[config.mk]
export PLATFORM = sky130hd
export DESIGN_NAME = fsq_host
export DESIGN_NICKNAME = d
export VERILOG_FILES = /design/src/verilog/fsq_pkg.sv /design/src/verilog/fsq_host.sv
export SDC_FILE = /design/constraint.sdc
export NUM_CORES = 1
export LEC_CHECK = 0
export CAP_MARGIN = 5
export CORE_MARGIN = 10
export CORE_UTILIZATION = 30
export DETAILED_ROUTE_END_ITERATION = 7
export DONT_BUFFER_PORTS = 1
export PLACE_DENSITY = 0.46
export SLEW_MARGIN = 20
export SYNTH_ARGS = -nofsm -noshare
export SYNTH_HDL_FRONTEND = slang
export SYNTH_SLANG_ARGS = --single-unit
[constraint.sdc]
create_clock -name i_clock -period 2.25 [get_ports i_clock]
set_input_delay 0.675 -clock i_clock [delete_from_list [all_inputs] [get_ports i_clock]]
set_output_delay 0.675 -clock i_clock [all_outputs]
set_load 0.005 [all_outputs]
[src/verilog/fsq_pkg.sv]
// Constants, types and command codes for the flash command sequencer.
// Assumes a 10 MHz system clock and a 16-bit parallel flash on the far side.
package fsq_pkg;

    // ------------------------------------------------------------------
    // Widths
    // ------------------------------------------------------------------
    localparam int ADDR_W = 19;
    localparam int DATA_W = 16;
    localparam int CNT_W  = 4;

    // ------------------------------------------------------------------
    // Flash command codes
    // ------------------------------------------------------------------
    localparam logic [7:0] CMD_READ_ARRAY   = 8'hFF;
    localparam logic [7:0] CMD_READ_STATUS  = 8'h70;
    localparam logic [7:0] CMD_CLEAR_STATUS = 8'h50;
    localparam logic [7:0] CMD_SUSPEND      = 8'hB0;
    localparam logic [7:0] CMD_RESUME       = 8'hD0;
    localparam logic [7:0] CMD_LOCK_SETUP   = 8'h60;
    localparam logic [7:0] CMD_BLOCK_LOCK   = 8'h01;
    localparam logic [7:0] CMD_PERM_LOCK    = 8'hF1;
    localparam logic [7:0] CMD_CLEAR_LOCKS  = 8'hD0;
    localparam logic [7:0] CMD_PAD          = 8'h00;

    // ------------------------------------------------------------------
    // write_state_status bit positions
    // ------------------------------------------------------------------
    localparam int SR_READY      = 7;
    localparam int SR_ERASE_SUSP = 6;
    localparam int SR_WRITE_SUSP = 2;
    localparam logic [7:0] SR_ERR_MASK = 8'h3A;

    // ------------------------------------------------------------------
    // Bus cycle timing
    // ------------------------------------------------------------------
    localparam int CLK_PERIOD_NS  = 100;
    localparam int WE_LOW_NS      = 100;
    localparam int WE_HIGH_NS     = 100;
    localparam int READ_ACCESS_NS = 200;
    localparam logic [CNT_W-1:0] WE_LOW_CYC =
        CNT_W'((WE_LOW_NS + CLK_PERIOD_NS - 1) / CLK_PERIOD_NS);
    localparam logic [CNT_W-1:0] WE_HIGH_CYC =
        CNT_W'((WE_HIGH_NS + CLK_PERIOD_NS - 1) / CLK_PERIOD_NS);
    localparam logic [CNT_W-1:0] READ_CYC =
        CNT_W'((READ_ACCESS_NS + CLK_PERIOD_NS - 1) / CLK_PERIOD_NS);

    // ------------------------------------------------------------------
    // Software registers
    // ------------------------------------------------------------------
    localparam logic [7:0] REG_CTRL   = 8'h00;
    localparam logic [7:0] REG_CONFIG = 8'h04;
    localparam logic [7:0] REG_ADDR   = 8'h08;
    localparam logic [7:0] REG_STATUS = 8'h0C;
    localparam logic [7:0] REG_RDATA  = 8'h10;
    localparam int CTRL_OP_W      = 3;
    localparam int CFG_AUTO_CLEAR = 0;
    localparam int CFG_CHECK_EACH = 1;
    localparam logic [1:0] CFG_RESET = 2'h3;

    typedef enum logic [CTRL_OP_W-1:0] {
        OP_SUSPEND, OP_RESUME, OP_READ_ARRAY, OP_SET_BLOCK_LOCK,
        OP_SET_PERM_LOCK, OP_CLEAR_LOCKS, OP_CLEAR_STATUS, OP_READ_STATUS
    } fsq_op_t;

    typedef struct packed {
        logic              ce_n;
        logic              oe_n;
        logic              we_n;
        logic              rst_n;
        logic              dq_oe_n;
        logic [ADDR_W-1:0] addr;
        logic [DATA_W-1:0] dq;
    } fsq_pins_t;

    localparam fsq_pins_t PINS_RESET = '{ce_n: 1'b1, oe_n: 1'b1, we_n: 1'b1,
        rst_n: 1'b0, dq_oe_n: 1'b1, addr: '0, dq: '0};

endpackage

[src/verilog/fsq_host.sv]
// Host-side sequencer that drives a parallel flash through its pins.
// Assumes a synchronous software port and flash data inputs already in
// the clock domain; one bus cycle at a time, no overlap.
`timescale 1ns/1ps

module fsq_host (
    input  wire logic                       i_clock,
    input  wire logic                       i_rst_n,
    input  wire logic [7:0]                 i_sw_addr,
    input  wire logic [31:0]                i_sw_wdata,
    input  wire logic                       i_sw_write,
    input  wire logic                       i_sw_read,
    output logic      [31:0]                o_sw_rdata,
    input  wire logic [fsq_pkg::DATA_W-1:0] i_flash_dq,
    output fsq_pkg::fsq_pins_t              o_flash
);

    // ------------------------------------------------------------------
    // Sequencer state
    // ------------------------------------------------------------------
    typedef enum logic [3:0] {
        ST_IDLE, ST_PRE_WR, ST_PRE_RD, ST_CMD1, ST_CMD2,
        ST_POLL_RD, ST_CLR_WR, ST_FINAL_WR, ST_ARRAY_RD
    } fsq_state_t;

    localparam logic [fsq_pkg::CNT_W-1:0] WR_LAST =
        fsq_pkg::CNT_W'(fsq_pkg::WE_LOW_CYC + fsq_pkg::WE_HIGH_CYC - 1);
    localparam logic [fsq_pkg::CNT_W-1:0] CNT_ONE = 4'h1;

    fsq_state_t                   state_q, state_d;
    logic [fsq_pkg::CNT_W-1:0]    cnt_q, cnt_d;
    fsq_pkg::fsq_op_t             op_q, op_d;
    logic [fsq_pkg::ADDR_W-1:0]   addr_q, addr_d;
    logic [1:0]                   cfg_q, cfg_d;
    logic [7:0]                   sr_q, sr_d;
    logic [fsq_pkg::DATA_W-1:0]   arr_q, arr_d;
    logic                         susp_q, susp_d;
    logic                         err_q, err_d;
    logic                         done_q, done_d;
    fsq_pkg::fsq_pins_t           pins_q, pins_d;
    logic [31:0]                  rdata_q, rdata_d;
    logic [7:0]                   cmd;

    wire wr_last  = (cnt_q == WR_LAST);
    wire rd_last  = (cnt_q == fsq_pkg::READ_CYC);
    wire is_wr    = (state_q == ST_PRE_WR) || (state_q == ST_CMD1) || (state_q == ST_CMD2)
                 || (state_q == ST_CLR_WR) || (state_q == ST_FINAL_WR);
    wire last     = is_wr ? wr_last : rd_last;
    wire is_lock  = (op_q == fsq_pkg::OP_SET_BLOCK_LOCK) || (op_q == fsq_pkg::OP_SET_PERM_LOCK)
                 || (op_q == fsq_pkg::OP_CLEAR_LOCKS);
    wire ready    = i_flash_dq[fsq_pkg::SR_READY];
    wire err_now  = |(i_flash_dq[7:0] & fsq_pkg::SR_ERR_MASK);
    // Deferred checking lets a series of lock sets share one check
    wire need_chk = (op_q == fsq_pkg::OP_CLEAR_LOCKS)
                 || (is_lock && cfg_q[fsq_pkg::CFG_CHECK_EACH]);
    wire sw_wr    = i_sw_write && (state_q == ST_IDLE);
    wire start    = sw_wr && (i_sw_addr == fsq_pkg::REG_CTRL);
    wire [2:0] new_op = i_sw_wdata[fsq_pkg::CTRL_OP_W-1:0];
    wire new_lock = (new_op == fsq_pkg::OP_SET_BLOCK_LOCK) || (new_op == fsq_pkg::OP_SET_PERM_LOCK)
                 || (new_op == fsq_pkg::OP_CLEAR_LOCKS);

    // ------------------------------------------------------------------
    // Control next state
    // ------------------------------------------------------------------
    always_comb begin
        state_d = state_q;
        cnt_d   = last ? '0 : cnt_q + CNT_ONE;
        op_d    = op_q;
        addr_d  = addr_q;
        cfg_d   = cfg_q;
        sr_d    = sr_q;
        arr_d   = arr_q;
        susp_d  = susp_q;
        err_d   = err_q;
        done_d  = done_q;
        if (i_sw_write && i_sw_addr == fsq_pkg::REG_CONFIG) begin
            cfg_d = i_sw_wdata[1:0];
        end
        if (sw_wr && i_sw_addr == fsq_pkg::REG_ADDR) begin
            addr_d = i_sw_wdata[fsq_pkg::ADDR_W-1:0];
        end
        case (state_q)
            ST_IDLE: begin
                cnt_d = '0;
                if (start) begin
                    op_d    = fsq_pkg::fsq_op_t'(new_op);
                    done_d  = 1'b0;
                    err_d   = 1'b0;
                    state_d = new_lock ? ST_PRE_WR : ST_CMD1;
                end
            end
            ST_PRE_WR: if (wr_last) state_d = ST_PRE_RD;
            ST_PRE_RD: begin
                if (rd_last) begin
                    sr_d = i_flash_dq[7:0];
                    if (ready) begin
                        state_d = ST_CMD1;
                    end
                end
            end
            ST_CMD1: begin
                if (wr_last) begin
                    case (op_q)
                        fsq_pkg::OP_SUSPEND:     state_d = ST_POLL_RD;
                        fsq_pkg::OP_READ_ARRAY:  state_d = ST_ARRAY_RD;
                        fsq_pkg::OP_READ_STATUS: state_d = ST_POLL_RD;
                        fsq_pkg::OP_RESUME: begin
                            susp_d  = 1'b0;
                            state_d = ST_IDLE;
                        end
                        fsq_pkg::OP_CLEAR_STATUS: state_d = ST_IDLE;
                        default:                  state_d = ST_CMD2;
                    endcase
                end
            end
            ST_CMD2: if (wr_last) state_d = ST_POLL_RD;
            ST_POLL_RD: begin
                if (rd_last) begin
                    sr_d = i_flash_dq[7:0];
                    if (ready || op_q == fsq_pkg::OP_READ_STATUS) begin
                        if (op_q == fsq_pkg::OP_SUSPEND) begin
                            // Erase and write suspend share one handshake
                            susp_d = i_flash_dq[fsq_pkg::SR_WRITE_SUSP]
                                   | i_flash_dq[fsq_pkg::SR_ERASE_SUSP];
                        end
                        if (need_chk && err_now) begin
                            // Device keeps error bits until told otherwise
                            err_d = 1'b1;
                            if (cfg_q[fsq_pkg::CFG_AUTO_CLEAR]) begin
                                state_d = ST_CLR_WR;
                            end else if (op_q == fsq_pkg::OP_CLEAR_LOCKS) begin
                                state_d = ST_FINAL_WR;
                            end else begin
                                state_d = ST_IDLE;
                            end
                        end else if (op_q == fsq_pkg::OP_CLEAR_LOCKS) begin
                            state_d = ST_FINAL_WR;
                        end else begin
                            state_d = ST_IDLE;
                        end
                    end
                end
            end
            ST_CLR_WR: begin
                if (wr_last) begin
                    state_d = (op_q == fsq_pkg::OP_CLEAR_LOCKS) ? ST_FINAL_WR : ST_IDLE;
                end
            end
            ST_FINAL_WR: if (wr_last) state_d = ST_IDLE;
            ST_ARRAY_RD: begin
                if (rd_last) begin
                    arr_d   = i_flash_dq;
                    state_d = ST_IDLE;
                end
            end
            default: state_d = ST_IDLE;
        endcase
        if (state_q != ST_IDLE && state_d == ST_IDLE) begin
            done_d = 1'b1;
        end
    end

    always_ff @(posedge i_clock or negedge i_rst_n) begin
        if (!i_rst_n) begin
            state_q <= ST_IDLE;
            cnt_q   <= '0;
            op_q    <= fsq_pkg::OP_READ_STATUS;
            addr_q  <= '0;
            cfg_q   <= fsq_pkg::CFG_RESET;
            sr_q    <= '0;
            arr_q   <= '0;
            susp_q  <= 1'b0;
            err_q   <= 1'b0;
            done_q  <= 1'b0;
        end else begin
            state_q <= state_d;
            cnt_q   <= cnt_d;
            op_q    <= op_d;
            addr_q  <= addr_d;
            cfg_q   <= cfg_d;
            sr_q    <= sr_d;
            arr_q   <= arr_d;
            susp_q  <= susp_d;
            err_q   <= err_d;
            done_q  <= done_d;
        end
    end

    // ------------------------------------------------------------------
    // Flash pins
    // ------------------------------------------------------------------
    // Pins lag the state by one cycle, so data holds while strobes rise
    always_comb begin
        cmd = fsq_pkg::CMD_PAD;
        case (state_q)
            ST_PRE_WR:   cmd = fsq_pkg::CMD_READ_STATUS;
            ST_CLR_WR:   cmd = fsq_pkg::CMD_CLEAR_STATUS;
            ST_FINAL_WR: cmd = fsq_pkg::CMD_READ_ARRAY;
            ST_CMD1: begin
                case (op_q)
                    fsq_pkg::OP_SUSPEND:      cmd = fsq_pkg::CMD_SUSPEND;
                    fsq_pkg::OP_RESUME:       cmd = fsq_pkg::CMD_RESUME;
                    fsq_pkg::OP_READ_ARRAY:   cmd = fsq_pkg::CMD_READ_ARRAY;
                    fsq_pkg::OP_CLEAR_STATUS: cmd = fsq_pkg::CMD_CLEAR_STATUS;
                    fsq_pkg::OP_READ_STATUS:  cmd = fsq_pkg::CMD_READ_STATUS;
                    default:                  cmd = fsq_pkg::CMD_LOCK_SETUP;
                endcase
            end
            ST_CMD2: begin
                case (op_q)
                    fsq_pkg::OP_SET_BLOCK_LOCK: cmd = fsq_pkg::CMD_BLOCK_LOCK;
                    fsq_pkg::OP_SET_PERM_LOCK:  cmd = fsq_pkg::CMD_PERM_LOCK;
                    default:                    cmd = fsq_pkg::CMD_CLEAR_LOCKS;
                endcase
            end
            default: cmd = fsq_pkg::CMD_PAD;
        endcase
        pins_d         = fsq_pkg::PINS_RESET;
        pins_d.rst_n   = 1'b1;
        pins_d.addr    = addr_q;
        if (is_wr) begin
            pins_d.dq_oe_n = 1'b0;
            pins_d.dq      = {{(fsq_pkg::DATA_W-8){1'b0}}, cmd};
            if (cnt_q < fsq_pkg::WE_LOW_CYC) begin
                pins_d.ce_n = 1'b0;
                pins_d.we_n = 1'b0;
            end
        end else if (state_q != ST_IDLE && cnt_q < fsq_pkg::READ_CYC) begin
            pins_d.ce_n = 1'b0;
            pins_d.oe_n = 1'b0;
        end
    end

    always_ff @(posedge i_clock or negedge i_rst_n) begin
        if (!i_rst_n) begin
            pins_q <= fsq_pkg::PINS_RESET;
        end else begin
            pins_q <= pins_d;
        end
    end

    assign o_flash = pins_q;

    // ------------------------------------------------------------------
    // Software read port
    // ------------------------------------------------------------------
    always_comb begin
        rdata_d = '0;
        if (i_sw_read) begin
            case (i_sw_addr)
                fsq_pkg::REG_CTRL:   rdata_d = 32'({op_q});
                fsq_pkg::REG_CONFIG: rdata_d = 32'(cfg_q);
                fsq_pkg::REG_ADDR:   rdata_d = 32'(addr_q);
                fsq_pkg::REG_STATUS: rdata_d = 32'({err_q, susp_q, done_q,
                                                    state_q != ST_IDLE, sr_q});
                fsq_pkg::REG_RDATA:  rdata_d = 32'(arr_q);
                default:             rdata_d = '0;
            endcase
        end
    end

    always_ff @(posedge i_clock or negedge i_rst_n) begin
        if (!i_rst_n) begin
            rdata_q <= '0;
        end else begin
            rdata_q <= rdata_d;
        end
    end

    assign o_sw_rdata = rdata_q;
endmodule

==> metrics <==
most common cell after layout, fill and taps aside dfrtp_1; total track usage between 10% and 20%; Psw approximately 1400 µW; CTS buffer count 9; Crit. End Element flop; family with the most delay on the worst path compound AO/OA/AOI/OAI gates; switching share of power 27.0%; Worst-Skew Late Latency 0.35 ns; syn_area_per_cell around 12 µm²; RSZ-0062 raised after global routing no; Worst Path Arrival roughly 2.3 ns; final setup fails 0; Power Total 5360 µW; Worst VDD drop approximately 440 µV; total congestion overflow 0; Required @ worst endpoint ~2.5 ns; Ports roughly 130; antenna violations before repair 0; largest family of logic cells by synthesized area multiplexers; synthesized instance count ~380; CTS Buffer Depth 2; Area Overhead vs Synth 14.7%; first-iteration detailed-routing DRC count 262; Fmax approximately 480 MHz; CTS tree done; die width 145 µm; global-route wire length before repair about 19 mm; CTS HTree Levels 3; vias in the first global route 3092; Worst-Margin Slew around 0.63 ns; Core Area 15300 µm²; PortBufs 0; initial core utilization a little under a third; combinational share of power between 10% and 20%; Synth Cell Area 4690 µm²; clock sink total 108; detailed-route wire length roughly 12 mm; Hold Path Class in2async; Slew HR 57.4%; Crit-path slowest cell or3b_2; FP Rows between 40 and 50; kind of critical path reg2reg; # DRC 0; final hold slack about 0.025 ns; Compound-Gate Fraction of Synth Area under 10%; die area ~21000 µm²; multiplexer share of the synthesized area a little over an eighth; wire length per cell 20.1 µm; ys async rst share 100%; sum of negative setup slack 0 ns; post-route ant nets 0; post-synthesis adder-cell area fraction 1.07%; Post-synth EDFFs 0; most frequent cells in the layout dfrtp_1 (99), mux2_2 (40), nor2_1 (32); Clk pwr share a little over a third; Crit Path Max Fanout 5; Finished Layout Cells roughly 610; Final min period between 2 and 2.5 ns; Most used DFF post-synth dfrtp_1; Largest stage delay, worst path approximately 0.51 ns; startpoint types flop; Internal between 3000 and 4000 µW; Fin Clk Skew 0.00962 ns; postcts setup bufs 0; placed insts a little under 600; routed via count about 3000; CP bufs+invs 1; mean number of vias per cell slightly below 5; CP cell instances inv_1, ha_1, or3b_2, o21ai_0, o2111ai_1, o41ai_2; PwrDens ~1000 nW/µm²; largest net degree at the start of global routing 89; Netlist cell types 59; period utilization between 90% and 100%; FF+latch count, synth around 110; First-pass DRT Iterations 5; max_cap viols 0; clk root buf clkbuf_16; RePlAce Congestion roughly 0.82; Final Slew Violations 0; P_leak around 0.0024 µW; Seq/Total Area, Yosys ~58%; share of power burned in registers between 40% and 50%; Final HPWL DP roughly 8.6 mm; # nets final about 450; post-synthesis simple-gate area fraction 12.4%; status complete, no violations; Die H around 140 µm; fraction of layout cells with a size suffix above 1 25.1%; XOR/XNOR share of the synthesized area less than 1%; clk slew on worst S/H paths roughly 0.070 ns; Synth warnings 0; Hold Vio Cnt, Final 0
## path summary, 6_finish.rpt
check / from / slack (ns) / cells after the start / endpoint
min in group i_clock: addr_q[17] / 0.39 / 0 / o_flash[33]
min: i_rst_n / 0.02 / 0 / o_flash[33]
min reg2reg: addr_q[17] / 0.39 / 0 / o_flash[33]
max in group asynchronous: i_rst_n / 1.87 / 1 / arr_q[1]
max: cnt_q[1] / 0.18 / 6 / done_q
max reg2reg: cnt_q[1] / 0.18 / 6 / done_q
## metal layers
layer  vias to the layer above  wire length (µm)  GRT usage (%)
met5                         -                 0              0
met4                         0               124           3.73
met3                         9               936           4.19
met2                       108              5630           17.4
met1                      1499              5500           14.7
li1                       1335                 -              -
## Yosys cell counts, drive strengths merged, types with 5 or more instances
library cell	instances	area share, %
dfrtp	99	53
mux2	50	12
nor2	32	2.6
buf	27	4.5
nand2	19	1.5
clkbuf	15	1.2
a222oi	9	1.9
a22oi	9	1.4
dfstp	9	5.0
o21ai	9	0.96
a21oi	7	0.75
nand2b	6	0.80
nor2b	6	0.80
inv	5	0.40
nand4	5	0.67
nor3	5	0.77
## worst reg2reg max path: stages (launching register included)
cell       delay [ns]
dfrtp_1          0.38
inv_1            0.10
ha_1             0.16
or3b_2           0.51
o21ai_0          0.26
o2111ai_1        0.21
o41ai_2          0.37
## final cells by class
cell class	instances	area, µm²
fill	1513	9880
sequential	108	2710
multi-input combinational	243	1780
clock buffer	13	280
tap	211	264
timing repair buffer	23	230
clock inverter	3	90.1
inverter	5	18.8
antenna	1	2.50
## power by group through the flow
stage / combinational (µW) / clock [µW] / sequential (µW)
finish: 1040 / 1910 / 2410
global route: 1160 / 2050 / 2450
CTS: 1000 / 1970 / 2420
detailed placement: 983 / 0 / 2450
global placement: 975 / 0 / 2450
floorplan: 776 / 0 / 2360
## timing repair
item | 4_1_cts | 5_1_grt
endpoints found under the setup margin | 0 | 1
hold buffers | 1 | 1
gates resized for setup | 0 | 2
hold endpoints to repair | 21 | 41
## stage by stage
stage                     setup WS (ns)  utilization, %  instance area, µm²
after global routing             0.0229            35.2                5370
after floorplan                  -0.321               -                4760
after global placement           -0.150            32.4                4940
after detailed placement         -0.178            32.4                4940
final                             0.177            35.2                5380
after CTS                        0.0913            34.9                5330
## cells by family after synthesis
group | Yosys count
AOI/OAI and AO/OA | 55
xor gates and xnor gates | 3
adders and majority gates | 4
buffers and inverters | 47
DFF | 108
muxes | 53
other | 2
and+or+nand+nor | 106
## sequential cells by signal, indices dropped and copies added, names as in the netlist, 3 cells and up
name and count:
state_q 4, o_flash 30, arr_q 16, cnt_q 4, addr_q 19, op_q 3
sr_q 8, o_sw_rdata 19
(Power assumes the default switching activity.)
